==> src/sptc_defs.svh <==
// offsets, field positions, reset values and timing counts of the serial port
`ifndef SPTC_DEFS_SVH
`define SPTC_DEFS_SVH
`define SPTC_ADDR_TX_CTL 8'h00
`define SPTC_ADDR_RX_CTL 8'h01
`define SPTC_ADDR_BAUD 8'h02
`define SPTC_ADDR_RX_DATA 8'h03
`define SPTC_ADDR_TX_DATA 8'h04
`define SPTC_ADDR_INT_STAT 8'h05
`define SPTC_ADDR_INT_MASK 8'h06
`define SPTC_TX_CLK_SRC 7
`define SPTC_TX_NINE 6
`define SPTC_TX_EN 5
`define SPTC_TX_SYNC 4
`define SPTC_TX_HIGH_SPEED 2
`define SPTC_TX_EMPTY 1
`define SPTC_TX_NINTH 0
`define SPTC_RX_PORT_EN 7
`define SPTC_RX_NINE 6
`define SPTC_RX_SINGLE 5
`define SPTC_RX_CONT 4
`define SPTC_RX_ADDR_DET 3
`define SPTC_RX_FRAME_ERR 2
`define SPTC_RX_OVERRUN 1
`define SPTC_RX_NINTH 0
`define SPTC_INT_RX_CHAR 0
`define SPTC_INT_TX_DONE 1
`define SPTC_INT_OVERRUN 2
`define SPTC_INT_FRAME_ERR 3
`define SPTC_TX_CTL_RESET 8'h02
`define SPTC_RX_CTL_RESET 8'h00
`define SPTC_BAUD_RESET 8'h00
`define SPTC_OVS_LAST_ASYNC 4'hF
`define SPTC_OVS_LAST_SYNC 4'h3
`define SPTC_OVS_MID_ASYNC 4'h7
`define SPTC_LAST_BIT_NINE 4'h8
`define SPTC_LAST_BIT_EIGHT 4'h7
`define SPTC_FIFO_DEPTH 2
`endif

==> src/sptc_pkg.sv <==
// types shared by the serial port modules
package sptc_pkg;
  typedef logic [7:0] sptc_byte_t;
  typedef logic [3:0] sptc_nib_t;
  typedef enum logic [1:0] {TX_IDLE, TX_START, TX_DATA, TX_STOP} sptc_tx_state_t;
  typedef enum logic [1:0] {RX_IDLE, RX_START, RX_DATA, RX_STOP} sptc_rx_state_t;
endpackage : sptc_pkg

==> src/sptc_baud_if.sv <==
// carrier between the port logic and its baud generator
`timescale 1ns/1ps
interface sptc_baud_if;
  logic [7:0] divisor;
  logic high_speed;
  logic sync_mode;
  logic run;
  logic tick;
  modport gen (input divisor, input high_speed, input sync_mode, input run, output tick);
  modport user (output divisor, output high_speed, output sync_mode, output run, input tick);
endinterface : sptc_baud_if

==> src/sptc_baud_gen.sv <==
// baud generator: one-cycle oversample tick from the divisor
`timescale 1ns/1ps
module sptc_baud_gen (
  // clock and reset
  input wire logic core_clk,
  input wire logic srst,
  // settings and tick
  sptc_baud_if.gen bif
);
  import sptc_pkg::*;
  logic [9:0] cnt;
  logic [9:0] reload;
  // low speed async stretches the period four times, sync and high speed do not
  always_comb begin
    if (!bif.sync_mode && !bif.high_speed) begin
      reload = {bif.divisor, 2'b11};
    end else begin
      reload = {2'b00, bif.divisor};
    end
  end
  // down counter, tick on zero
  always_ff @(posedge core_clk) begin
    if (srst || !bif.run) begin
      cnt <= 10'h000;
      bif.tick <= 1'b0;
    end else if (cnt == 10'h000) begin
      cnt <= reload;
      bif.tick <= 1'b1;
    end else begin
      cnt <= cnt - 10'h001;
      bif.tick <= 1'b0;
    end
  end
endmodule : sptc_baud_gen

==> src/sptc_serial_port.sv <==
// serial port: transmit control, async receive path, register port, interrupts
// What this block does
// (RL1) sync mode: clock select set means master from baud generator, clear means slave
// (RL2) nine-bit select picks 9-bit characters when set, 8-bit when clear
// (RL3) transmitter runs only while transmit enable is set
// (RL4) mode field picks synchronous when set, asynchronous when clear
// (RL5) bit 3 of transmit control reads zero, writes ignored
// (RL6) async: speed select picks high or low baud; ignored in sync mode
// (RL7) shift register empty is read-only, resets to one, zero while busy
// (RL8) ninth transmit bit goes out as ninth data bit of 9-bit characters
// (RL9) reset clears all writable transmit control fields, empty flag one
// (RL10) receive flag set while receiver enabled and unread character waits
// (RL11) software enables port and keeps mode clear before async reception
// (RL12) control writes take effect on the clock edge after the write
//
// Implementation choices: the plain strobed port and the register offsets.
`timescale 1ns/1ps
`include "sptc_defs.svh"
module sptc_serial_port (
  // clock and reset
  input wire logic core_clk,
  input wire logic srst,
  // register port
  input wire sptc_pkg::sptc_byte_t reg_addr,
  input wire sptc_pkg::sptc_byte_t reg_wdata,
  input wire logic reg_wr,
  input wire logic reg_rd,
  output sptc_pkg::sptc_byte_t reg_rdata,
  // serial line
  input wire logic rx_line_in,
  output logic tx_line_out,
  output logic tx_line_oe,
  input wire logic sclk_in,
  output logic sclk_out,
  output logic sclk_oe,
  // interrupts
  output logic receive_interrupt_flag,
  output logic irq
);
  import sptc_pkg::*;
  // transmit control fields
  logic clock_source_select;
  logic nine_bit_tx_select;
  logic transmit_enable_field;
  logic sync_mode;
  logic baud_speed_select;
  logic tx_ninth_bit;
  // receive control fields
  logic serial_port_enable;
  logic rx_nine;
  logic rx_single;
  logic rx_cont;
  logic rx_addr_det;
  logic rx_overrun;
  sptc_byte_t baud_rate_divisor;
  sptc_byte_t tx_hold;
  logic tx_hold_full;
  logic [3:0] int_stat;
  logic [3:0] int_mask;
  logic [3:0] int_ev;
  // transmitter state
  sptc_tx_state_t tx_state;
  logic [8:0] transmit_shift_register;
  sptc_nib_t tx_ovs;
  sptc_nib_t tx_cnt;
  logic tx_bit_end;
  logic tx_done;
  logic tx_load;
  logic shift_register_empty;
  logic next_tx_line;
  logic next_sclk;
  // receiver state
  sptc_rx_state_t rx_state;
  logic [8:0] rx_shift;
  sptc_nib_t rx_ovs;
  sptc_nib_t rx_cnt;
  logic rx_run;
  logic rx_char_end;
  logic rx_keep;
  logic rx_push;
  logic rx_pop;
  logic rx_ferr_ev;
  logic rx_ovr_ev;
  logic [9:0] rx_word;
  logic [9:0] rx_fifo [`SPTC_FIFO_DEPTH];
  logic rx_wp;
  logic rx_rp;
  logic [1:0] rx_count;
  // pin synchronisers
  logic rx_s1, rx_s2, rx_s3, rx_f, rx_f_d;
  logic ck_s1, ck_s2, ck_s3, ck_f, ck_f_d;
  logic ck_fall;
  logic wr_tx_ctl;
  sptc_byte_t tx_ctl_view;
  sptc_byte_t rx_ctl_view;

  sptc_baud_if bif ();
  // baud settings steered by the control fields
  assign bif.divisor = baud_rate_divisor;
  // (RL6) speed select used in async only
  assign bif.high_speed = baud_speed_select;
  assign bif.sync_mode = sync_mode;
  assign bif.run = serial_port_enable;
  sptc_baud_gen u_baud (
    .core_clk (core_clk),
    .srst (srst),
    .bif (bif)
  );

  // register views, unimplemented bit forced low
  assign wr_tx_ctl = reg_wr && (reg_addr == `SPTC_ADDR_TX_CTL);
  // (RL5) bit 3 always zero
  assign tx_ctl_view = {clock_source_select, nine_bit_tx_select, transmit_enable_field,
                        sync_mode, 1'b0, baud_speed_select, shift_register_empty, tx_ninth_bit};
  assign rx_ctl_view = {serial_port_enable, rx_nine, rx_single, rx_cont, rx_addr_det,
                        rx_fifo[rx_rp][9] & (rx_count != 2'b00), rx_overrun,
                        rx_fifo[rx_rp][8] & (rx_count != 2'b00)};

  // (RL9) writable fields reset to zero
  // (RL12) write lands on the edge of the strobe
  always_ff @(posedge core_clk) begin
    if (srst) begin
      clock_source_select <= 1'b0;
      nine_bit_tx_select <= 1'b0;
      transmit_enable_field <= 1'b0;
      sync_mode <= 1'b0;
      baud_speed_select <= 1'b0;
      tx_ninth_bit <= 1'b0;
    end else if (wr_tx_ctl) begin
      clock_source_select <= reg_wdata[`SPTC_TX_CLK_SRC];
      nine_bit_tx_select <= reg_wdata[`SPTC_TX_NINE];
      transmit_enable_field <= reg_wdata[`SPTC_TX_EN];
      sync_mode <= reg_wdata[`SPTC_TX_SYNC];
      baud_speed_select <= reg_wdata[`SPTC_TX_HIGH_SPEED];
      tx_ninth_bit <= reg_wdata[`SPTC_TX_NINTH];
    end
  end

  // receive control and divisor; status bits are not writable
  always_ff @(posedge core_clk) begin
    if (srst) begin
      {serial_port_enable, rx_nine, rx_single, rx_cont, rx_addr_det} <= 5'h00;
      baud_rate_divisor <= `SPTC_BAUD_RESET;
    end else if (reg_wr && (reg_addr == `SPTC_ADDR_RX_CTL)) begin
      serial_port_enable <= reg_wdata[`SPTC_RX_PORT_EN];
      rx_nine <= reg_wdata[`SPTC_RX_NINE];
      rx_single <= reg_wdata[`SPTC_RX_SINGLE];
      rx_cont <= reg_wdata[`SPTC_RX_CONT];
      rx_addr_det <= reg_wdata[`SPTC_RX_ADDR_DET];
    end else if (reg_wr && (reg_addr == `SPTC_ADDR_BAUD)) begin
      baud_rate_divisor <= reg_wdata;
    end
  end

  // transmit holding buffer, a new write overwrites an unsent byte
  always_ff @(posedge core_clk) begin
    if (srst) begin
      tx_hold <= 8'h00;
      tx_hold_full <= 1'b0;
    end else if (reg_wr && (reg_addr == `SPTC_ADDR_TX_DATA)) begin
      tx_hold <= reg_wdata;
      tx_hold_full <= 1'b1;
    end else if (tx_load) begin
      tx_hold_full <= 1'b0;
    end
  end

  // read data one cycle after the strobe; unmapped reads return zero
  always_ff @(posedge core_clk) begin
    if (srst) begin
      reg_rdata <= 8'h00;
    end else if (!reg_rd) begin
      reg_rdata <= 8'h00;
    end else if (reg_addr == `SPTC_ADDR_TX_CTL) begin
      reg_rdata <= tx_ctl_view;
    end else if (reg_addr == `SPTC_ADDR_RX_CTL) begin
      reg_rdata <= rx_ctl_view;
    end else if (reg_addr == `SPTC_ADDR_BAUD) begin
      reg_rdata <= baud_rate_divisor;
    end else if (reg_addr == `SPTC_ADDR_RX_DATA) begin
      reg_rdata <= (rx_count != 2'b00) ? rx_fifo[rx_rp][7:0] : 8'h00;
    end else if (reg_addr == `SPTC_ADDR_INT_STAT) begin
      reg_rdata <= {4'h0, int_stat};
    end else if (reg_addr == `SPTC_ADDR_INT_MASK) begin
      reg_rdata <= {4'h0, int_mask};
    end else begin
      reg_rdata <= 8'h00;
    end
  end

  // three-stage pin synchronisers; value moves once stages two and three agree
  always_ff @(posedge core_clk) begin
    if (srst) begin
      {rx_s1, rx_s2, rx_s3, rx_f, rx_f_d} <= 5'h1F;
      {ck_s1, ck_s2, ck_s3, ck_f, ck_f_d} <= 5'h00;
    end else begin
      {rx_s1, rx_s2, rx_s3} <= {rx_line_in, rx_s1, rx_s2};
      {ck_s1, ck_s2, ck_s3} <= {sclk_in, ck_s1, ck_s2};
      rx_f <= (rx_s2 == rx_s3) ? rx_s3 : rx_f;
      ck_f <= (ck_s2 == ck_s3) ? ck_s3 : ck_f;
      rx_f_d <= rx_f;
      ck_f_d <= ck_f;
    end
  end
  assign ck_fall = ck_f_d && !ck_f;

  // (RL1) slave shifts on external falling edges, master on its own ticks
  // (RL4) sync uses four ticks per bit, async sixteen
  always_comb begin
    if (sync_mode && !clock_source_select) begin
      tx_bit_end = ck_fall;
    end else if (sync_mode) begin
      tx_bit_end = bif.tick && (tx_ovs == `SPTC_OVS_LAST_SYNC);
    end else begin
      tx_bit_end = bif.tick && (tx_ovs == `SPTC_OVS_LAST_ASYNC);
    end
  end
  // (RL3) a character only starts while enabled
  assign tx_load = (tx_state == TX_IDLE) && tx_hold_full && transmit_enable_field
                   && serial_port_enable;
  // (RL7) empty whenever nothing is in the shifter
  assign shift_register_empty = (tx_state == TX_IDLE);

  // transmit sequencer
  always_ff @(posedge core_clk) begin
    if (srst) begin
      tx_state <= TX_IDLE;
      transmit_shift_register <= 9'h000;
      tx_ovs <= 4'h0;
      tx_cnt <= 4'h0;
      tx_done <= 1'b0;
    end else begin
      tx_done <= 1'b0;
      if (bif.tick && tx_state != TX_IDLE) begin
        tx_ovs <= tx_bit_end ? 4'h0 : tx_ovs + 4'h1;
      end
      // (RL3) clearing enable aborts the character
      if (!transmit_enable_field || !serial_port_enable) begin
        tx_state <= TX_IDLE;
      end else begin
        case (tx_state)
          TX_IDLE: begin
            if (tx_load) begin
              // (RL8) ninth bit rides above the data byte
              transmit_shift_register <= {tx_ninth_bit, tx_hold};
              tx_ovs <= 4'h0;
              tx_cnt <= 4'h0;
              tx_state <= sync_mode ? TX_DATA : TX_START;
            end
          end
          TX_START: begin
            if (tx_bit_end) begin
              tx_state <= TX_DATA;
            end
          end
          TX_DATA: begin
            if (tx_bit_end) begin
              transmit_shift_register <= {1'b0, transmit_shift_register[8:1]};
              tx_cnt <= tx_cnt + 4'h1;
              // (RL2) eight or nine data bits
              if (tx_cnt == (nine_bit_tx_select ? `SPTC_LAST_BIT_NINE : `SPTC_LAST_BIT_EIGHT))
              begin
                tx_state <= sync_mode ? TX_IDLE : TX_STOP;
                tx_done <= sync_mode;
              end
            end
          end
          TX_STOP: begin
            if (tx_bit_end) begin
              tx_state <= TX_IDLE;
              tx_done <= 1'b1;
            end
          end
          default: tx_state <= TX_IDLE;
        endcase
      end
    end
  end

  // line levels, registered so the pins never glitch
  always_comb begin
    case (tx_state)
      TX_START: next_tx_line = 1'b0;
      TX_DATA: next_tx_line = transmit_shift_register[0];
      default: next_tx_line = 1'b1;
    endcase
    // (RL1) master drives the clock, low half then high half of each bit
    next_sclk = sync_mode && clock_source_select && (tx_state == TX_DATA) && tx_ovs[1];
  end
  always_ff @(posedge core_clk) begin
    if (srst) begin
      tx_line_out <= 1'b1;
      tx_line_oe <= 1'b0;
      sclk_out <= 1'b0;
      sclk_oe <= 1'b0;
    end else begin
      tx_line_out <= next_tx_line;
      tx_line_oe <= serial_port_enable && transmit_enable_field;
      sclk_out <= next_sclk;
      sclk_oe <= serial_port_enable && sync_mode && clock_source_select;
    end
  end

  // (RL11) receiver only listens in async mode with the port enabled
  assign rx_run = serial_port_enable && rx_cont && !sync_mode && !rx_overrun;
  assign rx_char_end = (rx_state == RX_STOP) && bif.tick && (rx_ovs == `SPTC_OVS_LAST_ASYNC);
  // address detect drops characters whose ninth bit is clear
  assign rx_keep = !(rx_addr_det && rx_nine && !rx_shift[8]);
  assign rx_push = rx_char_end && rx_keep && (rx_count != 2'b10);
  assign rx_ovr_ev = rx_char_end && rx_keep && (rx_count == 2'b10);
  assign rx_ferr_ev = rx_push && !rx_f;
  assign rx_pop = reg_rd && (reg_addr == `SPTC_ADDR_RX_DATA) && (rx_count != 2'b00);
  assign rx_word = rx_nine ? {!rx_f, rx_shift} : {!rx_f, 1'b0, rx_shift[8:1]};

  // receive sequencer, mid-bit sampling on the oversample grid
  always_ff @(posedge core_clk) begin
    if (srst || !rx_run) begin
      rx_state <= RX_IDLE;
      rx_shift <= 9'h000;
      rx_ovs <= 4'h0;
      rx_cnt <= 4'h0;
    end else begin
      case (rx_state)
        RX_IDLE: begin
          if (rx_f_d && !rx_f) begin
            rx_ovs <= 4'h0;
            rx_state <= RX_START;
          end
        end
        RX_START: begin
          if (bif.tick) begin
            rx_ovs <= rx_ovs + 4'h1;
            if (rx_ovs == `SPTC_OVS_MID_ASYNC) begin
              rx_ovs <= 4'h0;
              rx_cnt <= 4'h0;
              rx_state <= rx_f ? RX_IDLE : RX_DATA;
            end
          end
        end
        RX_DATA: begin
          if (bif.tick) begin
            rx_ovs <= rx_ovs + 4'h1;
            if (rx_ovs == `SPTC_OVS_LAST_ASYNC) begin
              rx_shift <= {rx_f, rx_shift[8:1]};
              rx_cnt <= rx_cnt + 4'h1;
              if (rx_cnt == (rx_nine ? `SPTC_LAST_BIT_NINE : `SPTC_LAST_BIT_EIGHT)) begin
                rx_state <= RX_STOP;
              end
            end
          end
        end
        RX_STOP: begin
          if (bif.tick) begin
            rx_ovs <= rx_ovs + 4'h1;
            if (rx_char_end) begin
              rx_state <= RX_IDLE;
            end
          end
        end
        default: rx_state <= RX_IDLE;
      endcase
    end
  end

  // two-entry receive fifo; disabling the port flushes it
  always_ff @(posedge core_clk) begin
    if (srst || !serial_port_enable) begin
      rx_wp <= 1'b0;
      rx_rp <= 1'b0;
      rx_count <= 2'b00;
    end else begin
      if (rx_push) begin
        rx_fifo[rx_wp] <= rx_word;
        rx_wp <= !rx_wp;
      end
      if (rx_pop) begin
        rx_rp <= !rx_rp;
      end
      rx_count <= rx_count + {1'b0, rx_push} - {1'b0, rx_pop};
    end
  end

  // overrun stays until continuous receive or the port is cleared
  always_ff @(posedge core_clk) begin
    if (srst || !serial_port_enable || !rx_cont) begin
      rx_overrun <= 1'b0;
    end else if (rx_ovr_ev) begin
      rx_overrun <= 1'b1;
    end
  end

  // (RL10) level flag, independent of any mask
  assign receive_interrupt_flag = serial_port_enable && rx_cont && (rx_count != 2'b00);

  // sticky event bits, write one to clear, a new event beats the clear
  assign int_ev[`SPTC_INT_RX_CHAR] = rx_push;
  assign int_ev[`SPTC_INT_TX_DONE] = tx_done;
  assign int_ev[`SPTC_INT_OVERRUN] = rx_ovr_ev;
  assign int_ev[`SPTC_INT_FRAME_ERR] = rx_ferr_ev;
  genvar gi;
  generate
    for (gi = 0; gi < 4; gi++) begin : g_int
      always_ff @(posedge core_clk) begin
        if (srst) begin
          int_stat[gi] <= 1'b0;
        end else if (int_ev[gi]) begin
          int_stat[gi] <= 1'b1;
        end else if (reg_wr && (reg_addr == `SPTC_ADDR_INT_STAT) && reg_wdata[gi]) begin
          int_stat[gi] <= 1'b0;
        end
      end
    end
  endgenerate
  // mask register
  always_ff @(posedge core_clk) begin
    if (srst) begin
      int_mask <= 4'h0;
    end else if (reg_wr && (reg_addr == `SPTC_ADDR_INT_MASK)) begin
      int_mask <= reg_wdata[3:0];
    end
  end
  assign irq = |(int_stat & int_mask);
endmodule : sptc_serial_port

==> config.mk <==
export PLATFORM = sky130hd
export DESIGN_NAME = sptc_serial_port
export DESIGN_NICKNAME = d
export VERILOG_FILES = /design/src/sptc_pkg.sv /design/src/sptc_baud_if.sv /design/src/sptc_baud_gen.sv /design/src/sptc_serial_port.sv
export VERILOG_INCLUDE_DIRS = /design/src /design/src/src
export SDC_FILE = /design/constraint.sdc
export NUM_CORES = 1
export LEC_CHECK = 0
export BUFFER_PORTS_ARGS = -buffer_cell sky130_fd_sc_hd__buf_2
export CORE_MARGIN = 1
export CORE_UTILIZATION = 55
export DETAILED_ROUTE_END_ITERATION = 8
export PLACE_DENSITY = 0.74
export SYNTH_ARGS = -nofsm -noshare
export SYNTH_HDL_FRONTEND = slang
export SYNTH_HIERARCHICAL = 1
export SYNTH_SLANG_ARGS = --single-unit
==> constraint.sdc <==
create_clock -name core_clk -period 2.2 [get_ports core_clk]
set_input_delay 0.44 -clock core_clk [delete_from_list [all_inputs] [get_ports core_clk]]
set_output_delay 0.44 -clock core_clk [all_outputs]
set_load 0.05 [all_outputs]
**Word-level counts from Yosys, hierarchy flattened**

Memory sizes are Yosys's and may differ from the RTL's. A register that Yosys moved wholly into a read port is not among the register bits.
Index checks and enable logic that the tools add are counted.

- Add/subtract/negate cells: 7
- Eq/ne operators: 36
- Mux-type cells: 74
- Bitwise gates (word level): 6
- Reduce and logical (&&, ||, !) cells: 83

Operators with widths:

| operator | number |
|---|---|
| 4-bit two-way mux | 19 |
| 1-bit logical AND | 40 |
| 8-bit two-way mux | 5 |
| 2-bit two-way mux | 16 |
| 9-bit two-way mux | 3 |
| 8-bit by 3-bit == test with 1-bit output, second input constant | 3 |
| 2-bit != test, second input constant | 11 |
| 1-bit two-way mux | 21 |
| 10-bit two-way mux | 2 |
| 9-bit one-hot mux with 2 select lines | 1 |
| 2-bit nonzero test | 9 |
| 4-bit by 1-bit adder with 4-bit output, second input constant | 4 |
| 8-bit by 2-bit == test with 1-bit output, second input constant | 2 |
| 2-bit one-hot mux with 4 select lines | 2 |
| 4-bit one-hot mux with 2 select lines | 2 |
| 1-bit logical NOT | 14 |
| 4-bit one-hot mux with 3 select lines | 1 |
| 2-bit == test, second input constant | 5 |
| 10-bit logical NOT | 1 |
| 5-bit AND reduction | 2 |
| 10-bit by 1-bit subtractor with 10-bit output, second input constant | 1 |
| 4-bit == test | 2 |
| 4-bit == test, second input constant | 2 |
| 8-bit by 1-bit == test with 1-bit output, second input constant | 1 |
| other kinds (21) | 37 |

- Bits in registers: 113
- Bits in writable memories: 20
- Input bits: 22
- Output and inout bits: 14
- Logic and storage cells: 257
- Memories kept: 1

Memory list:

| name | depth | bits a word | rd ports | clocked after Yosys merged registers in | write ports | line | text |
|---|---|---|---|---|---|---|---|
| rx_fifo | 2 | 10 | 1 | 1 | 1 | sptc_serial_port.sv:85 | `` logic [9:0] rx_fifo [`SPTC_FIFO_DEPTH]; `` |

**Longest topological paths before layout**

Gate-level depths: netlist of run 1.

- Depth in word-level cells: 9
- Mapped depth: 10
- Depth with buffers taken out: 9

**Modules after synthesis**

Netlist of run 1, hierarchy kept.

Modules (own cells, without submodules):

| module | times used | cells an instance | area an instance (um2) | seq. area each (um2) |
|---|---|---|---|---|
| sptc_serial_port | 1 | 557 | 5,345.1 | 2,662.6 |
| sptc_baud_gen | 1 | 67 | 595.6 | 220.2 |

**Worst setup path after synthesis of run 1**

No wires, ideal clock.

- Path type: input-to-reg
- Start point: in reg_addr[7]
- End point: reg rx_count[1]
- Arrival: 2.153 ns
- Required time: 2.082 ns
- Setup slack: -0.071 ns
- Stages on the path: 9
- Cells stage by stage: or4_4 -> nor3_4 -> and4_1 -> ha_1 -> inv_1 -> ha_1 -> xor2_1 -> xnor2_1 -> nor2_1

- Cells in the longest elaborated chain, start to end: 4

Ends and longest elaborated chain:

| element | line | text |
|---|---|---|
| from (decl) | sptc_serial_port.sv:24 | `input wire sptc_pkg::sptc_byte_t reg_addr,` |
| 8-bit by 2-bit == test with 1-bit output (no source line) | -- |  |
| 1-bit logical AND (2 in series) | sptc_serial_port.sv:312 | `` assign rx_pop = reg_rd && (reg_addr == `SPTC_ADDR_RX_DATA) && (rx_count != 2'b00); `` |
| via rx_pop | sptc_serial_port.sv:81 | `logic rx_pop;` |
| 2-bit by 1-bit subtractor with 2-bit output | sptc_serial_port.sv:379 | `rx_count <= rx_count + {1'b0, rx_push} - {1'b0, rx_pop};` |
| to (signal assigned) | sptc_serial_port.sv:379 |  |
| to (decl) | sptc_serial_port.sv:88 | `logic [1:0] rx_count;` |

The timed path passes the listed nets, and every way through them passes these cells.
A chain may end at the register's enable or synchronous reset.

**Worst setup path in the final report of run 1**

- Start point: reg u_baud.cnt[0]
- End point: reg u_baud.cnt[8]

- Cells in the longest elaborated chain, start to end: 2
- Elaborated cells between the ends (all ways): 3

Ends and longest elaborated chain:

| element | line | text |
|---|---|---|
| from (decl) | sptc_baud_gen.sv:11 | `logic [9:0] cnt;` |
| from (signal assigned) | sptc_baud_gen.sv:27 | `cnt <= reload;` |
| from (signal assigned) | sptc_baud_gen.sv:30 | `cnt <= cnt - 10'h001;` |
| 10-bit by 1-bit subtractor with 10-bit output / 10-bit logical NOT (equally long branches) | sptc_baud_gen.sv:30, sptc_baud_gen.sv:26 |  |
| 10-bit two-way mux (*) | sptc_baud_gen.sv:26 | `end else if (cnt == 10'h000) begin` |

Every way passes the cells marked *; elsewhere a longest branch is shown, timed or not.

==> run summary, run 1 <==
R2r endpoint = u_baud/cnt[8]
Critical-path top delay cell = or4b_4
Final period demand of the worst path = 2.11 ns
IO Pins = 36
Most common cell in the netlist = dfxtp_1
CTS Hold Bufs = 0
Logic pwr share = 2.3%
Total gr overflow = 0
DP HPWL = 9.69 mm
Power Density = 774 mW/mm²
Antenna cells = 0
Mean Syn Cell Area = 9.52 µm²
Final Slew Violations = 0
Post-DP Area = 0.00637 mm²
WL per Instance = 16.6 µm
Crit Path Class = flip-flop to flip-flop
Peak Freq = 473 MHz
Syn nets = 653
Multi-input logic area = 0.00288 mm²
Layout area overhead = 17.5%
R2r setup slk = 0.09 ns
DIE WIDTH = 106 µm
CTS tree = built
Drt first pass iters = 5
# clock sinks = 134
Cell count after synthesis = 624
GRT Total Usage = 25.6%
Final-stage net count = 703
Fill cell count = 798
Via/cell ratio = 5.85
Net Sw Frac = 20.4%
Initial antenna violation count = 0
Final Cycle Share = 96.1%
Reg-to-Reg Start = u_baud/cnt[0]
Final setup fails = 0
Number of DRC markers in iteration 0 = 298
Cell taking the most area after synthesis = dfxtp_1
Syn Std Cell Area = 0.00594 mm²
Post-synth EDFFs = 20
Clock root cell = clkbuf_8
Hold Startpoint = rx_line_in
Critical path cell sequence = inv_1 -> ha_1 -> or4b_4 -> or4_4 -> or3_4 -> a21oi_2
DR vias = 4813
Clk slew on worst S/H paths = 0.06 ns
Least-Margin Pin Slew = 0.601 ns
CP endpoint kind = flip-flop
Worst-skew pair later-pin latency = 0.52 ns
Cts bufs inserted = 17
Postcts setup bufs = 0
Worst hold path class = primary input to flip-flop
Top cells by area, synth = dfxtp_1 38%, edfxtp_1 10%, mux2i_1 9.1%, nor2_1 6.5%, nand2_1 3.3%
Routability congestion estimate = 0.860
DRT Wirelength = 13.7 mm
Hold WS = 0.0996 ns
Worst IR Drop VDD = 0.488 mV
Vias in the first global route = 4615
Final Instance Area = 0.00698 mm²
Top cells by count, synth = 114 x dfxtp_1, 103 x nor2_1, 54 x mux2i_1
Full die area = 0.0112 mm²
Worst path required time = 2.65 ns
P_sw = 0.00110 W
Post-synth cell types = 64
Arrival time at the worst endpoint = 2.57 ns
Crit path capture = u_baud/cnt[8]
Slew HR = 59.8%
Seq/Total Area, Yosys = 48.5%
Worst Skew = 0.00543 ns
Synth warn = 6
Core area = 0.0104 mm²
Cell row count = 37
Level count of the clock H-tree = 4
Max Cap Violations = 0
Status = completed
Register area = 0.00288 mm²
Port Buffer Count = 35
Area fraction of the dominant cell type after synthesis = 38.4%
Final Util = 67.0%
First-pass GRT wire length = 22.2 mm
P_leak = 2.65 nW
Power share of the clock group = 51.6%
Sequential share of power = 46.1%
Die Ht = 106 µm
Pin count of the biggest net entering global routing = 40
Int Pwr = 0.00430 W
Clock Tree Buf Depth = 2
Post-route ant nets = 0
Share of cells above drive strength 1 = 18.9%
Main synth FF type = dfxtp_1
Startpoint Class = flip-flop
Initial Utilization = 57.0%
Highest net fanout along the worst path = 5
Final hold violation count = 0
Critical path's largest stage delay = 0.51 ns
Register-to-Register Path Depth = 6
DRC = 0
Flop and latch count out of synthesis = 134
Setup crit start = u_baud/cnt[0]
Share of flip-flops with an asynchronous set or reset = 0%
layout by cell type, fill, tap and decap left out, types with 3 or more instances in the layout:
cell type and instances:
xnor2_1 8, nor4_1 3, a311oi_1 9, o21ai_0 20, nor2b_1 13, a211oi_1 8
mux2_2 17, xor2_1 8, a21oi_1 23, clkbuf_16 17, o221ai_1 4, o21a_1 3
nand2b_1 6, buf_4 24, or2_2 4, nand4b_1 3, nor2_1 103, nand2_1 53
a31oi_1 3, buf_2 35, inv_1 18, dfxtp_1 114, ha_1 7, nor3_1 11
mux2i_1 54, a31o_2 3, clkbuf_1 4, and2_1 3, edfxtp_1 20, a22oi_1 8
o22ai_1 6, or4_1 3, nand3_1 14, clkbuf_8 4, nand4_1 3
worst min-delay path by stage:
stage	endpoint	slack [ns]	cells past startpoint
after global routing	rx_s1	0.1	2
after CTS	rx_s1	0.09	2
after global placement	rx_s2	0.41	1
final	rx_s1	0.1	2
after floorplan	rx_s2	0.39	1
after detailed placement	rx_s2	0.40	1
power groups by stage:
stage | clock network, W | registers, W | logic [W]
after floorplan | 0 | 0.00254 | 0.0000664
after global placement | 0 | 0.00254 | 0.000122
after detailed placement | 0 | 0.00254 | 0.000124
after CTS | 0.00281 | 0.00249 | 0.000124
after global routing | 0.00292 | 0.00249 | 0.000136
final | 0.00278 | 0.00249 | 0.000126
area by class of cell:
class                      count  share of cell area [%]
sequential                   134                    41.3
multi-input combinational    442                    41.2
clock buffer                  25                    7.10
timing repair buffer          61                    5.66
tap                          136                    2.44
clock inverter                 7                    1.31
inverter                      18                   0.968
critical path: cells and delay by family, from the launching register on:
kind / cells / cell delay, ns
buffers and inverters: 1 / 0.06
adder cells (fa/ha/maj): 1 / 0.17
AO/OA/AOI/OAI: 1 / 0.16
AND/OR/NAND/NOR: 3 / 1.33
flip-flops: 1 / 0.33
registers in the layout, indices dropped and copies added (netlist names), 8 cells and up, named ones only:
signal / flops
u_baud/cnt: 10
tx_hold: 8
reg_rdata: 8
transmit_shift_register: 9
rx_fifo: 20
baud_rate_divisor: 8
rx_shift: 9
stage by stage:
stage               worst slack [ns]  std cells  setup TNS [ns]  power [W]
CTS                           0.0940        823               0    0.00543
floorplan                    -0.0527        624         -0.0527    0.00261
detailed placement            -0.239        791          -0.282    0.00267
global route                 -0.0263        823         -0.0914    0.00555
global placement              -0.134        791          -0.134    0.00266
finish                        0.0858        823               0    0.00540
cells by family after synthesis:
logic type	count (synthesis)	share of synthesized area [%]
AO/OA/AOI/OAI	104	11.6
adder cells (fa/ha/maj)	7	1.47
AND/OR/NAND/NOR	244	20.1
buffers and inverters	48	3.54
flip-flops	134	48.5
XOR/XNOR	16	2.36
multiplexers	71	12.3
metal layers:
| layer | share of wire (%) | GRT usage (%) |
|---|---|---|
| met1 | 44 | 31.8 |
| met2 | 48 | 42.7 |
| met3 | 6.2 | 6.01 |
| met4 | 2.6 | 10.8 |
| met5 | 0 | 0 |
timing repair:
item | CTS | global route
hold endpoints to repair | 0 | 0
resized for setup | 0 | 5
setup endpoints to repair | 0 | 23
Note: power is estimated with default switching activity, not from simulation.
==> run 2: changes to the inputs <==
Settings changed: CORE_ASPECT_RATIO set to 1.1, SLEW_MARGIN set to 40.
==> run summary, run 2 (synthesized netlist as in run 1, its figures left out) <==
Status = completed (unchanged)
Share of cells above drive strength 1 = 19.0% (was 18.9%)
Clock Tree Buf Depth = 2 (unchanged)
DP HPWL = 9.34 mm (was 9.69 mm)
Peak Freq = 471 MHz (was 473 MHz)
Drt first pass iters = 5 (unchanged)
Routability congestion estimate = 0.900 (was 0.860)
DR vias = 4688 (was 4813)
Via/cell ratio = 5.66 (was 5.85)
CP endpoint kind = flip-flop (unchanged)
Max FFs per register = 20 (unchanged)
Final Cycle Share = 96.4% (was 96.1%)
Largest Register = rx_fifo (unchanged)
Worst path required time = 2.55 ns (was 2.65 ns)
Final setup fails = 0 (unchanged)
Worst hold path class = primary input to flip-flop (unchanged)
Most frequent cells in the layout = 114 x dfxtp_1, 103 x nor2_1, 54 x mux2i_1 (unchanged)
IO Pins = 36 (unchanged)
Final Slew Violations = 0 (unchanged)
Post-DP Area = 0.00636 mm² (was 0.00637 mm²)
Least-Margin Pin Slew = 0.718 ns (was 0.601 ns)
DRT Wirelength = 13.1 mm (was 13.7 mm)
Full die area = 0.0112 mm² (about the same)
Worst IR Drop VDD = 0.481 mV (was 0.488 mV)
Most common cell after layout, fill and taps aside = dfxtp_1 (unchanged)
Worst Skew = 0.00669 ns (was 0.00543 ns)
Core area = 0.0104 mm² (about the same)
WL per Instance = 15.8 µm (was 16.6 µm)
Post-route ant nets = 0 (unchanged)
Port Buffer Count = 35 (unchanged)
Final Instance Area = 0.00698 mm² (about the same)
GRT Total Usage = 24.6% (was 25.6%)
Max Cap Violations = 0 (unchanged)
CTS Hold Bufs = 0 (unchanged)
DRC = 0 (unchanged)
Final-stage net count = 702 (was 703)
Final hold violation count = 0 (unchanged)
Die Ht = 111 µm (was 106 µm)
Slew HR = 51.6% (was 59.8%)
Antenna cells = 0 (unchanged)
Fill cell count = 844 (was 798)
Cell row count = 39 (was 37)
Top flop regs = rx_fifo: 20 flops, u_baud/cnt: 10 flops (unchanged)
Clock root cell = clkbuf_16 (was clkbuf_8)
Worst-skew pair later-pin latency = 0.42 ns (was 0.52 ns)
Total chip power = 0.00553 W (was 0.00540 W)
DIE WIDTH = 101 µm (was 106 µm)
Pin count of the biggest net entering global routing = 41 (was 40)
Total gr overflow = 0 (unchanged)
Arrival time at the worst endpoint = 2.47 ns (was 2.57 ns)
Cts bufs inserted = 17 (unchanged)
First-pass GRT wire length = 21.4 mm (was 22.2 mm)
Clk slew on worst S/H paths = 0.06 ns (about the same)
Number of DRC markers in iteration 0 = 333 (was 298)
Vias in the first global route = 4519 (was 4615)
P_leak = 2.65 nW (about the same)
Highest net fanout along the worst path = 5 (unchanged)
CTS tree = built (unchanged)
Level count of the clock H-tree = 4 (unchanged)
Startpoint Class = flip-flop (unchanged)
Initial antenna violation count = 0 (unchanged)
# clock sinks = 134 (unchanged)
Final period demand of the worst path = 2.12 ns (was 2.11 ns)
RSZ-0062 raised after global routing = yes
Crit Path Class = flip-flop to flip-flop (unchanged)
Power Density = 791 mW/mm² (was 774 mW/mm²)
Layout area overhead = 17.6% (was 17.5%)
Initial Utilization = 56.9% (was 57.0%)
run 2: where the power goes:
| group | switching (W) | internal, W |
|---|---|---|
| Clock | 0.00103 | 0.00188 |
| Combinational | 0.0000823 | 0.0000460 |
| Sequential | 0.00000450 | 0.00249 |
run 2: path summary, 6_finish.rpt:
check                   to  cells past startpoint  slack, ns           from
max          u_baud/cnt[8]                      6       0.08  u_baud/cnt[0]
min                  rx_s1                      2       0.21     rx_line_in
max reg2reg  u_baud/cnt[8]                      6       0.08  u_baud/cnt[0]
min reg2reg          rx_s2                      1       0.42          rx_s1
run 2: per-stage QoR:
stage / setup TNS, ns / setup WS (ns) / cells / hold slack (ns) / utilization, %
floorplan: -0.0527 / -0.0527 / 624 / 0.389 / -
global placement: -0.326 / -0.125 / 797 / 0.403 / 60.9
detailed placement: -0.659 / -0.163 / 797 / 0.410 / 60.9
CTS: 0 / 0.0596 / 829 / 0.199 / 66.8
global route: 0 / 0.00117 / 829 / 0.198 / 66.9
finish: 0 / 0.0784 / 829 / 0.208 / 66.9
run 2: worst max-delay path: stages, from the launching register on:
cell     delay [ns]
dfxtp_1        0.33
inv_1          0.07
ha_2           0.20
or4b_4         0.50
or4_1          0.43
or3_1          0.38
a21oi_2        0.15
run 2: final cells by class:
class / instances / area, µm² / area share, %
Clock buffer: 18 / 429 / 6.14
Multi-Input combinational cell: 442 / 2870 / 41.0
Inverter: 18 / 67.6 / 0.967
Timing Repair Buffer: 60 / 375 / 5.37
Clock inverter: 14 / 184 / 2.63
Tap cell: 143 / 179 / 2.56
Sequential cell: 134 / 2880 / 41.3
run 2: what timing repair did:
item / 4_1_cts / 5_1_grt
gates resized for setup: 0 / 4
endpoints found under the setup margin: 0 / 13
setup buffers: 0 / 0
run 2: routing by layer:
layer	track usage [%]	vias to the layer above	wire, µm	part of all wire, %
met2	40.7	128	6510	50
met1	30.3	2221	5740	44
met5	0	-	0	0
li1	-	2314	-	-
met3	5.99	25	588	4.5
met4	10.1	0	260	2.0
==> run 3: changes to the inputs <==
Settings changed: CTS_BUF_LIST set to sky130_fd_sc_hd__clkbuf_8, PLACE_DENSITY 0.74 to 0.85.
==> run summary, run 3 (synthesized netlist as in run 1, its figures left out) <==
Via/cell ratio = 5.75 (was 5.66)
CTS Hold Bufs = 0 (unchanged)
Final Cycle Share = 97.1% (was 96.4%)
Final setup fails = 0 (unchanged)
Initial antenna violation count = 0 (unchanged)
Final hold violation count = 0 (unchanged)
Crit Path Class = flip-flop to flip-flop (unchanged)
Final Slew Violations = 0 (unchanged)
Most frequent cells in the layout = 113 x dfxtp_1, 103 x nor2_1, 54 x mux2i_1 (was 114 x dfxtp_1, 103 x nor2_1, 54 x mux2i_1)
DRT Wirelength = 13.5 mm (was 13.1 mm)
# clock sinks = 134 (unchanged)
Post-Layout Cell Count = 828 (was 829)
WL per Instance = 16.3 µm (was 15.8 µm)
Final-stage net count = 701 (was 702)
Cts bufs inserted = 17 (unchanged)
Clock Tree Buf Depth = 2 (unchanged)
Number of DRC markers in iteration 0 = 402 (was 333)
Cell row count = 39 (unchanged)
Final Instance Area = 0.00684 mm² (was 0.00698 mm²)
Inst Count DP = 794 (was 797)
Worst Skew = 0.0132 ns (was 0.00669 ns)
Worst-skew pair later-pin latency = 0.44 ns (was 0.42 ns)
GRT Total Usage = 25.8% (was 24.6%)
DR vias = 4764 (was 4688)
Layout area overhead = 15.2% (was 17.6%)
Pin count of the biggest net entering global routing = 37 (was 41)
Initial Utilization = 56.9% (unchanged)
Hold WS = 0.176 ns (was 0.208 ns)
First-pass GRT wire length = 22.2 mm (was 21.4 mm)
Worst IR Drop VDD = 0.386 mV (was 0.481 mV)
Drt first pass iters = 8 (was 5)
Share of cells above drive strength 1 = 18.7% (was 19.0%)
Total gr overflow = 0 (unchanged)
Port Buffer Count = 35 (unchanged)
DP HPWL = 9.57 mm (was 9.34 mm)
Most common cell after layout, fill and taps aside = dfxtp_1 (unchanged)
DIE WIDTH = 101 µm (unchanged)
Worst hold path class = primary input to flip-flop (unchanged)
Reg-to-Reg Start = u_baud/cnt[0] (unchanged)
Top flop regs = rx_fifo: 20 flops, u_baud/cnt: 10 flops (unchanged)
DRC = 0 (unchanged)
IO Pins = 36 (unchanged)
Final period demand of the worst path = 2.14 ns (was 2.12 ns)
Clk slew on worst S/H paths = 0.08 ns (was 0.06 ns)
Setup crit start = u_baud/cnt[0] (unchanged)
Status = completed (unchanged)
Startpoint Class = flip-flop (unchanged)
Power Density = 732 mW/mm² (was 791 mW/mm²)
Worst path required time = 2.58 ns (was 2.55 ns)
Fill cell count = 865 (was 844)
Register area = 0.00288 mm² (about the same)
Least-Margin Pin Slew = 0.616 ns (was 0.718 ns)
Die Ht = 111 µm (unchanged)
Multi-input logic area = 0.00287 mm² (about the same)
Largest Register = rx_fifo (unchanged)
Core area = 0.0104 mm² (unchanged)
Arrival time at the worst endpoint = 2.51 ns (was 2.47 ns)
Level count of the clock H-tree = 4 (unchanged)
CTS tree = built (unchanged)
CP endpoint kind = flip-flop (unchanged)
Vias in the first global route = 4496 (was 4519)
Peak Freq = 468 MHz (was 471 MHz)
P_leak = 2.58 nW (was 2.65 nW)
Max FFs per register = 20 (unchanged)
Hold Startpoint = rx_line_in (unchanged)
Routability congestion estimate = 0.872 (was 0.900)
Clock root cell = clkbuf_8 (was clkbuf_16)
Antenna cells = 0 (unchanged)
Slew HR = 58.5% (was 51.6%)
Max Cap Violations = 0 (unchanged)
Full die area = 0.0112 mm² (unchanged)
Post-DP Area = 0.00634 mm² (was 0.00636 mm²)
Final Util = 65.5% (was 66.9%)
Post-route ant nets = 0 (unchanged)
Highest net fanout along the worst path = 5 (unchanged)
[run 3: cell count changes in the layout (fill, tap and decap cells not counted), sizes merged]
cell	previous run	this run
clkbuf	18	17
bufinv	4	6
clkinv	7	6
inv	18	20
buf	60	59
clkinvlp	3	1
[run 3: per-stage QoR]
step	power, W	setup WS (ns)	TNS, ns
final	0.00501	0.0645	0
after global routing	0.00518	-0.00136	-0.00136
after CTS	0.00504	0.0456	0
after detailed placement	0.00267	-0.203	-0.340
after global placement	0.00266	-0.114	-0.117
after floorplan	0.00261	-0.0527	-0.0527
[run 3: per-layer routing]
| metal | vias to the layer above | GRT usage (%) | share of wire, % |
|---|---|---|---|
| li1 | 2304 | - | - |
| met1 | 2265 | 31.4 | 42 |
| met2 | 167 | 42.5 | 50 |
| met3 | 28 | 8.32 | 5.6 |
| met4 | 0 | 8.79 | 2.5 |
| met5 | - | 0 | 0 |
[run 3: path summary, 6_finish.rpt]
kind / endpoint / slack (ns) / depth (start not counted)
max reg2reg: u_baud/cnt[8] / 0.06 / 6
min: rx_s1 / 0.18 / 2
max: u_baud/cnt[8] / 0.06 / 6
min reg2reg: rx_s2 / 0.43 / 1
[run 3: critical path, stage by stage (launching register included)]
cell     delay, ns
dfxtp_1       0.34
inv_1         0.07
ha_2          0.21
or4b_4        0.51
or4_4         0.43
or3_1         0.38
a21oi_2       0.14
[run 3: repair_timing]
item                                    in CTS  in global routing
setup buffers                                0                  2
endpoints found under the setup margin       0                 25
gates resized for setup                      0                  7
hold endpoints to repair                     0                  0
[run 3: final cells by class]
cell class | count | share of cell area [%]
clock inverters | 15 | 3.47
flip-flops and latches | 134 | 42.1
repair buffers | 59 | 5.43
clock buffers | 17 | 3.42
well taps | 143 | 2.61
multi-input cells | 442 | 41.9
inverters | 18 | 0.987
[run 3: power breakdown]
| part | internal (W) | total, W | switching (W) | leakage (nW) |
|---|---|---|---|---|
| Combinational | 0.0000437 | 0.000127 | 0.0000835 | 1.25 |
| Sequential | 0.00248 | 0.00249 | 0.00000470 | 1.10 |
| Clock | 0.00145 | 0.00240 | 0.000945 | 0.237 |
